===== src/qdec_top_end.sv =====
`default_nettype none
`default_nettype wire


===== src/qdec_pkg.sv =====
// Purpose: Shared constants and types of the quadrature encoder decoder.
// Assumes: APB slave with 32-bit data, one word per register.
// Notes: Offsets are byte addresses.
`default_nettype none
package qdec_pkg;
  localparam logic [11:0] OFS_CTL = 12'h000;
  localparam logic [11:0] OFS_STAT = 12'h004;
  localparam logic [11:0] OFS_POS = 12'h008;
  localparam logic [11:0] OFS_MAXPOS = 12'h00C;
  localparam logic [11:0] OFS_LOAD = 12'h010;
  localparam logic [11:0] OFS_TIME = 12'h014;
  localparam logic [11:0] OFS_COUNT = 12'h018;
  localparam logic [11:0] OFS_SPEED = 12'h01C;
  localparam logic [11:0] OFS_INTEN = 12'h020;
  localparam logic [11:0] OFS_RIS = 12'h024;
  localparam logic [11:0] OFS_ISC = 12'h028;
  localparam int CTL_WIDTH = 13;
  localparam int IRQ_WIDTH = 4;
  localparam int IRQ_INDEX = 0;
  localparam int IRQ_TIMER = 1;
  localparam int IRQ_DIR = 2;
  localparam int IRQ_ERROR = 3;
  localparam int STAT_ERROR = 0;
  localparam int STAT_DIR = 1;
  localparam int SYNC_STAGES = 2;
  localparam int PRESCALE_BITS = 7;
  localparam logic [31:0] WORD_RESET = 32'h0000_0000;
  localparam logic [3:0] IRQ_RESET = 4'h0;
  localparam logic [6:0] PRESCALE_RESET = 7'h00;

  // Control word, bit 12 down to bit 0.
  typedef struct packed {
    logic stall_on_halt;
    logic invert_index;
    logic invert_phase_b;
    logic invert_phase_a;
    logic [2:0] velocity_prescale;
    logic velocity_enable;
    logic position_reset_select;
    logic edge_capture_select;
    logic signal_mode_select;
    logic swap_phases;
    logic module_enable;
  } qdec_ctl_t;

  localparam qdec_ctl_t CTL_RESET = 13'h0000;

  // One decoded event of the encoder inputs in a cycle.
  typedef struct packed {
    logic step;
    logic forward;
    logic dir_change;
    logic phase_error;
    logic index;
  } qdec_evt_t;
endpackage
`default_nettype wire


===== src/qdec_top.sv =====
// Purpose: Quadrature or step/direction decoder with position and velocity capture.
// Assumes: Encoder pins are asynchronous and are synchronised here.
// Notes: APB answers with no wait state; irq is registered.
//
// Implementation choices: the APB register port and the register offsets.
`default_nettype none
// How it works
// - Separate position and velocity enables, velocity needs position
// - Swap exchanges phases, reversing count sense in quadrature mode
// - Mode bit: quadrature at zero, else step/direction
// - Step mode: phase A steps, phase B direction
// - Capture select: A edges only, or both
// - A leading counts up, B leading down
// - Same phase edge twice flags direction change
// - Reset select zero: index clears position
// - Reverse step from zero loads the limit
// - Reset select one: wrap at limit, ignore index
// - Position is absolute after an index
// - Velocity counts the same edges as position
// - Timer counts down, reloads at zero, interrupts
// - Prescaler divides velocity edges by power two
// - Maskable interrupts with raw, masked and clear
// - Decoding starts only after module enable
// - Prescale field bits 8:6, ratio 1 to 128
// - Invert bits for phase A, B and index
// - Stall bit freezes counting during debug halt
module qdec_top (
  // Clock and reset.
  input wire logic pclk,
  input wire logic presetn,
  // APB slave.
  input wire logic psel,
  input wire logic penable,
  input wire logic pwrite,
  input wire logic [11:0] paddr,
  input wire logic [31:0] pwdata,
  output logic [31:0] prdata,
  output logic pready,
  output logic pslverr,
  // Encoder pins and debug halt.
  input wire logic phase_a_input,
  input wire logic phase_b_input,
  input wire logic index_input,
  input wire logic debug_halt,
  // Interrupt.
  output logic irq
);
  logic [2:0] pin_raw;
  logic [2:0] sync_ff [qdec_pkg::SYNC_STAGES];
  logic [2:0] prev_ff;
  qdec_pkg::qdec_ctl_t ctl_ff;
  logic [31:0] pos_ff;
  logic [31:0] maxpos_ff;
  logic [31:0] load_ff;
  logic [31:0] time_ff;
  logic [31:0] count_ff;
  logic [31:0] speed_ff;
  logic [qdec_pkg::IRQ_WIDTH-1:0] inten_ff;
  logic [qdec_pkg::IRQ_WIDTH-1:0] ris_ff;
  logic [qdec_pkg::PRESCALE_BITS-1:0] pre_ff;
  logic dir_ff;
  logic err_ff;
  logic [31:0] prdata_ff;
  logic pready_ff;
  logic pslverr_ff;
  logic irq_ff;
  logic [2:0] cur;
  logic [2:0] old;
  logic a_edge;
  logic b_edge;
  logic active;
  logic vel_active;
  qdec_pkg::qdec_evt_t evt;
  logic vel_pulse;
  logic [qdec_pkg::PRESCALE_BITS-1:0] pre_mask;
  logic [qdec_pkg::IRQ_WIDTH-1:0] irq_set;
  logic wr_en;
  logic [31:0] rd_mux;
  logic rd_hit;
  logic [2:0] inv_mask;
  logic halted;
  logic index_rise;
  logic step_rise;

  assign pin_raw = {index_input, phase_b_input, phase_a_input};

  // The first stage is read only by the second, so a metastable sample never reaches the decoder.
  genvar gi;
  generate
    for (gi = 0; gi < 3; gi++) begin : g_sync
      always_ff @(posedge pclk or negedge presetn) begin
        if (!presetn) begin
          sync_ff[0][gi] <= 1'b0;
          sync_ff[1][gi] <= 1'b0;
          prev_ff[gi] <= 1'b0;
        end else begin
          sync_ff[0][gi] <= pin_raw[gi];
          sync_ff[1][gi] <= sync_ff[0][gi];
          prev_ff[gi] <= sync_ff[1][gi];
        end
      end
    end
  endgenerate

  // Inversion first, then the swap, on both the new and the old sample.
  // Both samples flip together, so changing an invert bit never makes a false edge.
  assign inv_mask = {ctl_ff.invert_index, ctl_ff.invert_phase_b, ctl_ff.invert_phase_a};
  always_comb begin
    cur = sync_ff[1] ^ inv_mask;
    old = prev_ff ^ inv_mask;
    if (ctl_ff.swap_phases) begin
      cur = {cur[2], cur[0], cur[1]};
      old = {old[2], old[0], old[1]};
    end
  end

  assign a_edge = cur[0] ^ old[0];
  assign b_edge = cur[1] ^ old[1];
  // A debug halt with the stall bit set freezes every counter of the block.
  assign halted = ctl_ff.stall_on_halt && debug_halt;
  assign active = ctl_ff.module_enable && !halted;
  assign index_rise = cur[2] && !old[2];
  assign step_rise = cur[0] && !old[0];
  assign vel_active = active && ctl_ff.velocity_enable;

  always_comb begin
    evt = '0;
    if (active) begin
      evt.index = index_rise;
      // The stored direction is 1 for backward, so a change is a decoded sense that differs from it.
      if (ctl_ff.signal_mode_select) begin
        evt.step = step_rise;
        evt.forward = !cur[1];
        evt.dir_change = evt.step && ((!evt.forward) != dir_ff);
      end else if (a_edge && b_edge) begin
        evt.phase_error = 1'b1;
      end else if (a_edge || b_edge) begin
        evt.forward = cur[0] ^ old[1];
        evt.step = a_edge || ctl_ff.edge_capture_select;
        evt.dir_change = (!evt.forward) != dir_ff;
      end
    end
  end

  // The velocity edge falls on the last step of each group of 2^n steps.
  assign pre_mask = qdec_pkg::PRESCALE_BITS'((8'h01 << ctl_ff.velocity_prescale) - 8'h01);
  assign vel_pulse = vel_active && evt.step && ((pre_ff & pre_mask) == pre_mask);

  assign wr_en = psel && penable && pready_ff && pwrite;

  always_ff @(posedge pclk or negedge presetn) begin
    if (!presetn) begin
      ctl_ff <= qdec_pkg::CTL_RESET;
      maxpos_ff <= qdec_pkg::WORD_RESET;
      load_ff <= qdec_pkg::WORD_RESET;
      inten_ff <= qdec_pkg::IRQ_RESET;
    end else if (wr_en) begin
      case (paddr)
        qdec_pkg::OFS_CTL: ctl_ff <= pwdata[qdec_pkg::CTL_WIDTH-1:0];
        qdec_pkg::OFS_MAXPOS: maxpos_ff <= pwdata;
        qdec_pkg::OFS_LOAD: load_ff <= pwdata;
        qdec_pkg::OFS_INTEN: inten_ff <= pwdata[qdec_pkg::IRQ_WIDTH-1:0];
        default: ctl_ff <= ctl_ff;
      endcase
    end
  end

  // Position: index clear wins over a step in the same cycle; a software write wins over both.
  always_ff @(posedge pclk or negedge presetn) begin
    if (!presetn) begin
      pos_ff <= qdec_pkg::WORD_RESET;
    end else if (wr_en && paddr == qdec_pkg::OFS_POS) begin
      pos_ff <= pwdata;
    end else if (evt.index && !ctl_ff.position_reset_select) begin
      pos_ff <= qdec_pkg::WORD_RESET;
    end else if (evt.step) begin
      if (evt.forward) begin
        pos_ff <= (pos_ff >= maxpos_ff) ? qdec_pkg::WORD_RESET : pos_ff + 32'h0000_0001;
      end else begin
        pos_ff <= (pos_ff == 32'h0000_0000) ? maxpos_ff : pos_ff - 32'h0000_0001;
      end
    end
  end

  always_ff @(posedge pclk or negedge presetn) begin
    if (!presetn) begin
      dir_ff <= 1'b0;
      err_ff <= 1'b0;
    end else begin
      if (evt.step || evt.dir_change) begin
        dir_ff <= !evt.forward;
      end
      // The error flag shows the latest decode: the next valid step clears it.
      if (evt.phase_error) begin
        err_ff <= 1'b1;
      end else if (evt.step) begin
        err_ff <= 1'b0;
      end
    end
  end

  // Velocity timer and accumulator run only while velocity capture is on.
  always_ff @(posedge pclk or negedge presetn) begin
    if (!presetn) begin
      time_ff <= qdec_pkg::WORD_RESET;
      count_ff <= qdec_pkg::WORD_RESET;
      speed_ff <= qdec_pkg::WORD_RESET;
      pre_ff <= qdec_pkg::PRESCALE_RESET;
    end else if (!vel_active) begin
      // A stall keeps the period and the count; turning capture off restarts both.
      if (!ctl_ff.velocity_enable) begin
        time_ff <= load_ff;
        count_ff <= qdec_pkg::WORD_RESET;
        pre_ff <= qdec_pkg::PRESCALE_RESET;
      end
    end else begin
      if (evt.step) begin
        pre_ff <= pre_ff + 7'h01;
      end
      // Reloading in the zero cycle makes each period one cycle longer than the load value.
      if (time_ff == 32'h0000_0000) begin
        time_ff <= load_ff;
        speed_ff <= count_ff + {31'h0000_0000, vel_pulse};
        count_ff <= qdec_pkg::WORD_RESET;
      end else begin
        time_ff <= time_ff - 32'h0000_0001;
        if (vel_pulse) begin
          count_ff <= count_ff + 32'h0000_0001;
        end
      end
    end
  end

  always_comb begin
    irq_set = '0;
    irq_set[qdec_pkg::IRQ_INDEX] = evt.index;
    irq_set[qdec_pkg::IRQ_TIMER] = vel_active && (time_ff == 32'h0000_0000);
    irq_set[qdec_pkg::IRQ_DIR] = evt.dir_change;
    irq_set[qdec_pkg::IRQ_ERROR] = evt.phase_error;
  end

  // A new event in the cycle of its write-one clear keeps the flag set.
  always_ff @(posedge pclk or negedge presetn) begin
    if (!presetn) begin
      ris_ff <= qdec_pkg::IRQ_RESET;
      irq_ff <= 1'b0;
    end else begin
      if (wr_en && paddr == qdec_pkg::OFS_ISC) begin
        ris_ff <= (ris_ff & ~pwdata[qdec_pkg::IRQ_WIDTH-1:0]) | irq_set;
      end else begin
        ris_ff <= ris_ff | irq_set;
      end
      irq_ff <= |(ris_ff & inten_ff);
    end
  end

  // Unmapped and misaligned addresses answer with an error and read as zero.
  always_comb begin
    rd_mux = qdec_pkg::WORD_RESET;
    rd_hit = 1'b1;
    case (paddr)
      qdec_pkg::OFS_CTL: rd_mux = {19'h0_0000, ctl_ff};
      qdec_pkg::OFS_STAT: begin
        rd_mux[qdec_pkg::STAT_ERROR] = err_ff;
        rd_mux[qdec_pkg::STAT_DIR] = dir_ff;
      end
      qdec_pkg::OFS_POS: rd_mux = pos_ff;
      qdec_pkg::OFS_MAXPOS: rd_mux = maxpos_ff;
      qdec_pkg::OFS_LOAD: rd_mux = load_ff;
      qdec_pkg::OFS_TIME: rd_mux = time_ff;
      qdec_pkg::OFS_COUNT: rd_mux = count_ff;
      qdec_pkg::OFS_SPEED: rd_mux = speed_ff;
      qdec_pkg::OFS_INTEN: rd_mux = {28'h000_0000, inten_ff};
      qdec_pkg::OFS_RIS: rd_mux = {28'h000_0000, ris_ff};
      qdec_pkg::OFS_ISC: rd_mux = {28'h000_0000, ris_ff & inten_ff};
      default: rd_hit = 1'b0;
    endcase
  end

  // The answer is prepared in the setup cycle so the access phase never waits.
  always_ff @(posedge pclk or negedge presetn) begin
    if (!presetn) begin
      pready_ff <= 1'b0;
      pslverr_ff <= 1'b0;
      prdata_ff <= qdec_pkg::WORD_RESET;
    end else begin
      pready_ff <= psel && !penable;
      pslverr_ff <= psel && !penable && !rd_hit;
      if (psel && !penable && !pwrite) begin
        prdata_ff <= rd_mux;
      end
    end
  end

  assign prdata = prdata_ff;
  assign pready = pready_ff;
  assign pslverr = pslverr_ff;
  assign irq = irq_ff;
endmodule // qdec_top
`default_nettype wire


===== config.mk =====
export PLATFORM = sky130hd
export DESIGN_NAME = qdec_top
export DESIGN_NICKNAME = d
export VERILOG_FILES = /design/src/qdec_top_end.sv /design/src/qdec_pkg.sv /design/src/qdec_top.sv
export SDC_FILE = /design/constraint.sdc
export NUM_CORES = 1
export LEC_CHECK = 0
export BUFFER_PORTS_ARGS = -buffer_cell sky130_fd_sc_hd__clkbuf_2
export CAP_MARGIN = 20
export CORE_MARGIN = 3
export CORE_UTILIZATION = 40
export DETAILED_ROUTE_END_ITERATION = 16
export GPL_TIMING_DRIVEN = 0
export PLACE_DENSITY_LB_ADDON = 0.12
export SLEW_MARGIN = 15
export SYNTH_ARGS = -nofsm -noshare
export SYNTH_HDL_FRONTEND = slang
export SYNTH_SLANG_ARGS = --single-unit

===== constraint.sdc =====
create_clock -name pclk -period 8.7 [get_ports pclk]
set_input_delay 0.435 -clock pclk [delete_from_list [all_inputs] [get_ports pclk]]
set_output_delay 0.435 -clock pclk [all_outputs]
set_load 0.02 [all_outputs]

==> results.txt <==
The run gives 28000 µm as the wire length on met1. The routed design has 64600 µm of wire. The finished layout holds 2424 standard cells, fillers aside. Counting tap cells, the placed design contains a total of 2360 instances. Portion of the post-synthesis area used by sequential elements: 0.418.

The overall global routing resource usage came out at 0.303. The fraction of the mapped netlist area in compound gates works out to 0.203. The simple-gate share of the synthesized area was 0.176.

TritonCTS built the clock tree. The die covers 0.0422 mm². After synthesis the netlist holds a flip-flop and latch count of 266. The tools report the number of warning messages in the yosys log as 0.

For the pin count of the biggest net entering global routing, the log shows 93. 88 I/O pins were placed. Wire segments on met3 add up to 5600 µm in the final route. The run finished with clean final reports. Yosys mapped the design onto 70 distinct sky130hd cell types. The number of stages on the worst hold path was 3; the source-to-sink clock delay at the later pin of the worst-skew pair was 0.60 ns. The worst setup path is launched from a flop.

The run gives 7.64 nW as the leakage power total. Net count after synthesis: 1847. The count of antenna-violating nets left after detailed routing came out at 0. The run gives 1 as the number of H-tree levels.

Portion of the clock cycle consumed by the worst path in the final layout: 0.621. The number of buffers inserted during clock tree synthesis was 31; the number of synthesized flops with an enable pin was 0. After detailed routing, the average wire length per cell comes to 26.6 µm. The total setup violations reported at the end of the flow is 0.

The fraction of post-synthesis cell area in the top cell type by area is 0.418. The initialized floorplan defines 72 standard-cell rows. In this run the tool buffered the top-level ports with 87 buffer cells.

In this run the post-CTS setup repair buffer count came out at 0. The synthesized design spends more area on one cell type than any other, namely dfrtp_1. Prior to clock tree synthesis, the placed netlist has a worst setup slack of 3.32 ns. Setup repair after global routing left no endpoint under its margin. The run gives 266 as the number of clock sinks seen by CTS. The tightest min-delay check is of the input port to flop type. Sorting the synthesized cells by area gives the leading types as dfrtp_1 42%, mux2_2 6.1%, o21ai_0 4.0%. The setup path with the least slack is of type flop to flop. Required arrival time at the worst endpoint: 9.14 ns. Across the run, the number of max-cap violations was 0. The chip height was 206 µm.

The post-synthesis async set-or-reset flop share is 1.00. In the detailed route, the total length drawn on met2 is 28400 µm. The tools report the leftover overflow at the end of global routing as 0. The minimum setup slack in the final design is 3.30 ns. For this design the ratio of total power to cell area is 155 mW/mm². The number of antenna violations at the first check in global routing was 1; the fraction of synthesized area in multiplexers was 0.0639.

The detailed router used layers up to and including met4. Kind of end point of the critical path: a flop. The adder-cell share of the synthesized area is 0.0338. Leaving out fill and tap cells, the most frequent cell in the layout is dfrtp_1. The via density per instance was 6.12; the maximum fanout along the worst path was 10. The synthesized netlist occupies a cell area of 0.0159 mm². The wire-length estimate of the detail-placed layout is 50400 µm.

The initial standard-cell utilization of the core was 0.408; the depth of the worst register-to-register path was 18. The top cell types in the final layout, fill and taps aside, are 266 x dfrtp_1, 156 x nand2_1, 149 x nor2_1, 128 x o21ai_0, 127 x clkbuf_1. Relative to the synthesized area, the layout overhead comes to 14.3%. In this run the deepest clock path goes through 3 buffers. The width of the die works out to 206 µm.

The via count of the first global-routing pass is 14300. The tools report the number of iterations in the first detailed-routing pass as 9. The cell count after synthesis came out at 1751. In the final design database the tool counted 1977 nets.

The worst path needs 5.40 ns of the cycle, external delays included. After clock tree synthesis, the clock-pin slew on the worst setup and hold paths is 0.06 ns. The wire length of the first global-routing pass was 94900 µm; the routability-driven placement congestion ratio was 1.01.

The run gives 0.215 as the worst relative slew slack. Clock skew on the completed layout was measured at 0.0314 ns. The maximum clock frequency is 0.185 GHz, and the number of vias in the routed layout is 14800.

The number of pins exceeding their max-slew limit in the final report was 0. The fraction of layout cells with a size suffix above 1 was 0.133. CTS placed an instance of clkbuf_16 at the clock tree root. The final total negative setup slack was 0 ns.

For the pin with the worst max-slew slack, the measured transition is 1.17 ns. For the worst setup path, the data arrival time is 5.84 ns. After detailed routing, the number of remaining DRC violations is 0. The total area inside the core boundary comes to 0.0390 mm². IR analysis of the VDD net gives a maximum drop of 0.000132 V. The per-instance average area after synthesis is 9.10 µm², and the synthesized-area fraction occupied by xor and xnor cells is 0.0594. By area, the combinational part of the netlist is dominated by compound AO/OA/AOI/OAI gates. The final hold violation count came out at 0.

The top flip-flop cell by instance count after synthesis is dfrtp_1. Count of routing violations after the opening detailed-route iteration: 1670.
[worst paths after layout]
kind / end / slack [ns] / startpoint
max in group asynchronous: pos_ff[23]$_DFFE_PN0P_ / 7.21 / presetn
min reg2reg: sync_ff[1]$_DFF_PN0_ / 0.35 / sync_ff[4]$_DFF_PN0_
min in group asynchronous: pre_ff[4]$_DFFE_PN0P_ / 0.31 / presetn
min: pready$_DFF_PN0_ / 0.12 / psel
max reg2reg: speed_ff[28]$_DFFE_PN0P_ / 3.30 / ctl_ff[10]$_DFFE_PN0P_
max: speed_ff[28]$_DFFE_PN0P_ / 3.30 / ctl_ff[10]$_DFFE_PN0P_
[kinds of logic (layout without fill, tap and decap cells)]
family | after synthesis | count (layout)
AOI/OAI and AO/OA | 477 | 477
xor gates and xnor gates | 108 | 108
adders and majority gates | 43 | 43
buffers and inverters | 186 | 339
DFF | 266 | 266
muxes | 91 | 91
other | 0 | 2
and+or+nand+nor | 580 | 580
[power by group]
part,switching (mW),internal [mW],total (mW)
registers,0.0198,1.26,1.28
clock network,0.543,0.813,1.36
logic,0.125,0.0608,0.186
total,0.688,2.14,2.83
[flip-flops by register name, summed over array words and instances, names as in the netlist, 3 cells and up]
name and count:
prdata 32, pre_ff 7, pos_ff 32, sync_ff 6, load_ff 32, speed_ff 32, ris_ff 4, ctl_ff 13
time_ff 32, inten_ff 4, count_ff 32, prev_ff 3, maxpos_ff 32
[layer usage]
layer,vias up,track usage
li1,6745,-
met5,-,0
met4,0,0.112
met3,134,0.0549
met2,718,0.466
met1,7238,0.427
[Yosys cell counts, types with 5 or more instances]
cell,count
a211oi_1,11
a21o_1,8
a21oi_1,89
a221oi_1,8
a222oi_1,49
a22o_1,15
a22oi_1,47
a31oi_1,17
and2_1,16
and3_1,13
and4_1,8
buf_1,5
buf_2,7
clkbuf_1,118
dfrtp_1,266
ha_1,43
inv_1,53
mux2_2,86
mux2i_1,5
nand2_1,156
nand2b_1,7
nand3_1,62
nand4_1,48
nor2_1,149
nor2b_1,5
nor3_1,48
nor4_1,25
o2111ai_1,5
o211ai_1,18
o21a_1,24
o21ai_0,128
o2bb2ai_1,10
o31ai_1,7
or2_2,6
or3_1,14
or4_1,5
xnor2_1,55
xor2_1,53
[area by class of cell]
type	count	area (µm²)
Antenna cell	2	5.00
Multi-Input combinational cell	1299	8550
Clock inverter	11	161
Inverter	54	203
Fill cell	3857	20800
Timing Repair Buffer	97	582
Tap cell	518	648
Sequential cell	266	6660
Buffer	132	519
Clock buffer	45	878
[metrics by stage]
| stage | hold slack (ns) | total power, mW | utilization | cell area (µm²) |
|---|---|---|---|---|
| detailed placement | 0.335 | 1.49 | 0.439 | 17100 |
| global route | 0.143 | 2.92 | 0.467 | 18200 |
| floorplan | 0.139 | 1.39 | - | 15900 |
| CTS | 0.0940 | 2.85 | 0.466 | 18200 |
| global placement | 0.336 | 1.49 | 0.436 | 17000 |
| finish | 0.119 | 2.83 | 0.467 | 18200 |
[worst max-delay path, cell delays in order, from the launching register on]
cell,delay [ns]
dfrtp_1,0.53
xnor2_1,0.42
mux2_2,0.27
inv_1,0.05
ha_1,0.37
inv_1,0.14
nor3b_1,0.27
mux2_2,0.28
o211ai_2,0.27
inv_2,0.25
clkbuf_1,0.44
ha_1,0.34
ha_1,0.37
nand4_1,0.31
nor3_1,0.35
nand2_1,0.20
nor2_1,0.15
xnor2_1,0.12
o21ai_0,0.09
[timing repair]
action                    CTS  global route
hold endpoints to repair   41             0
hold buffers                4             0
resized for setup           0             0
Power figures use the tool's default switching activity.
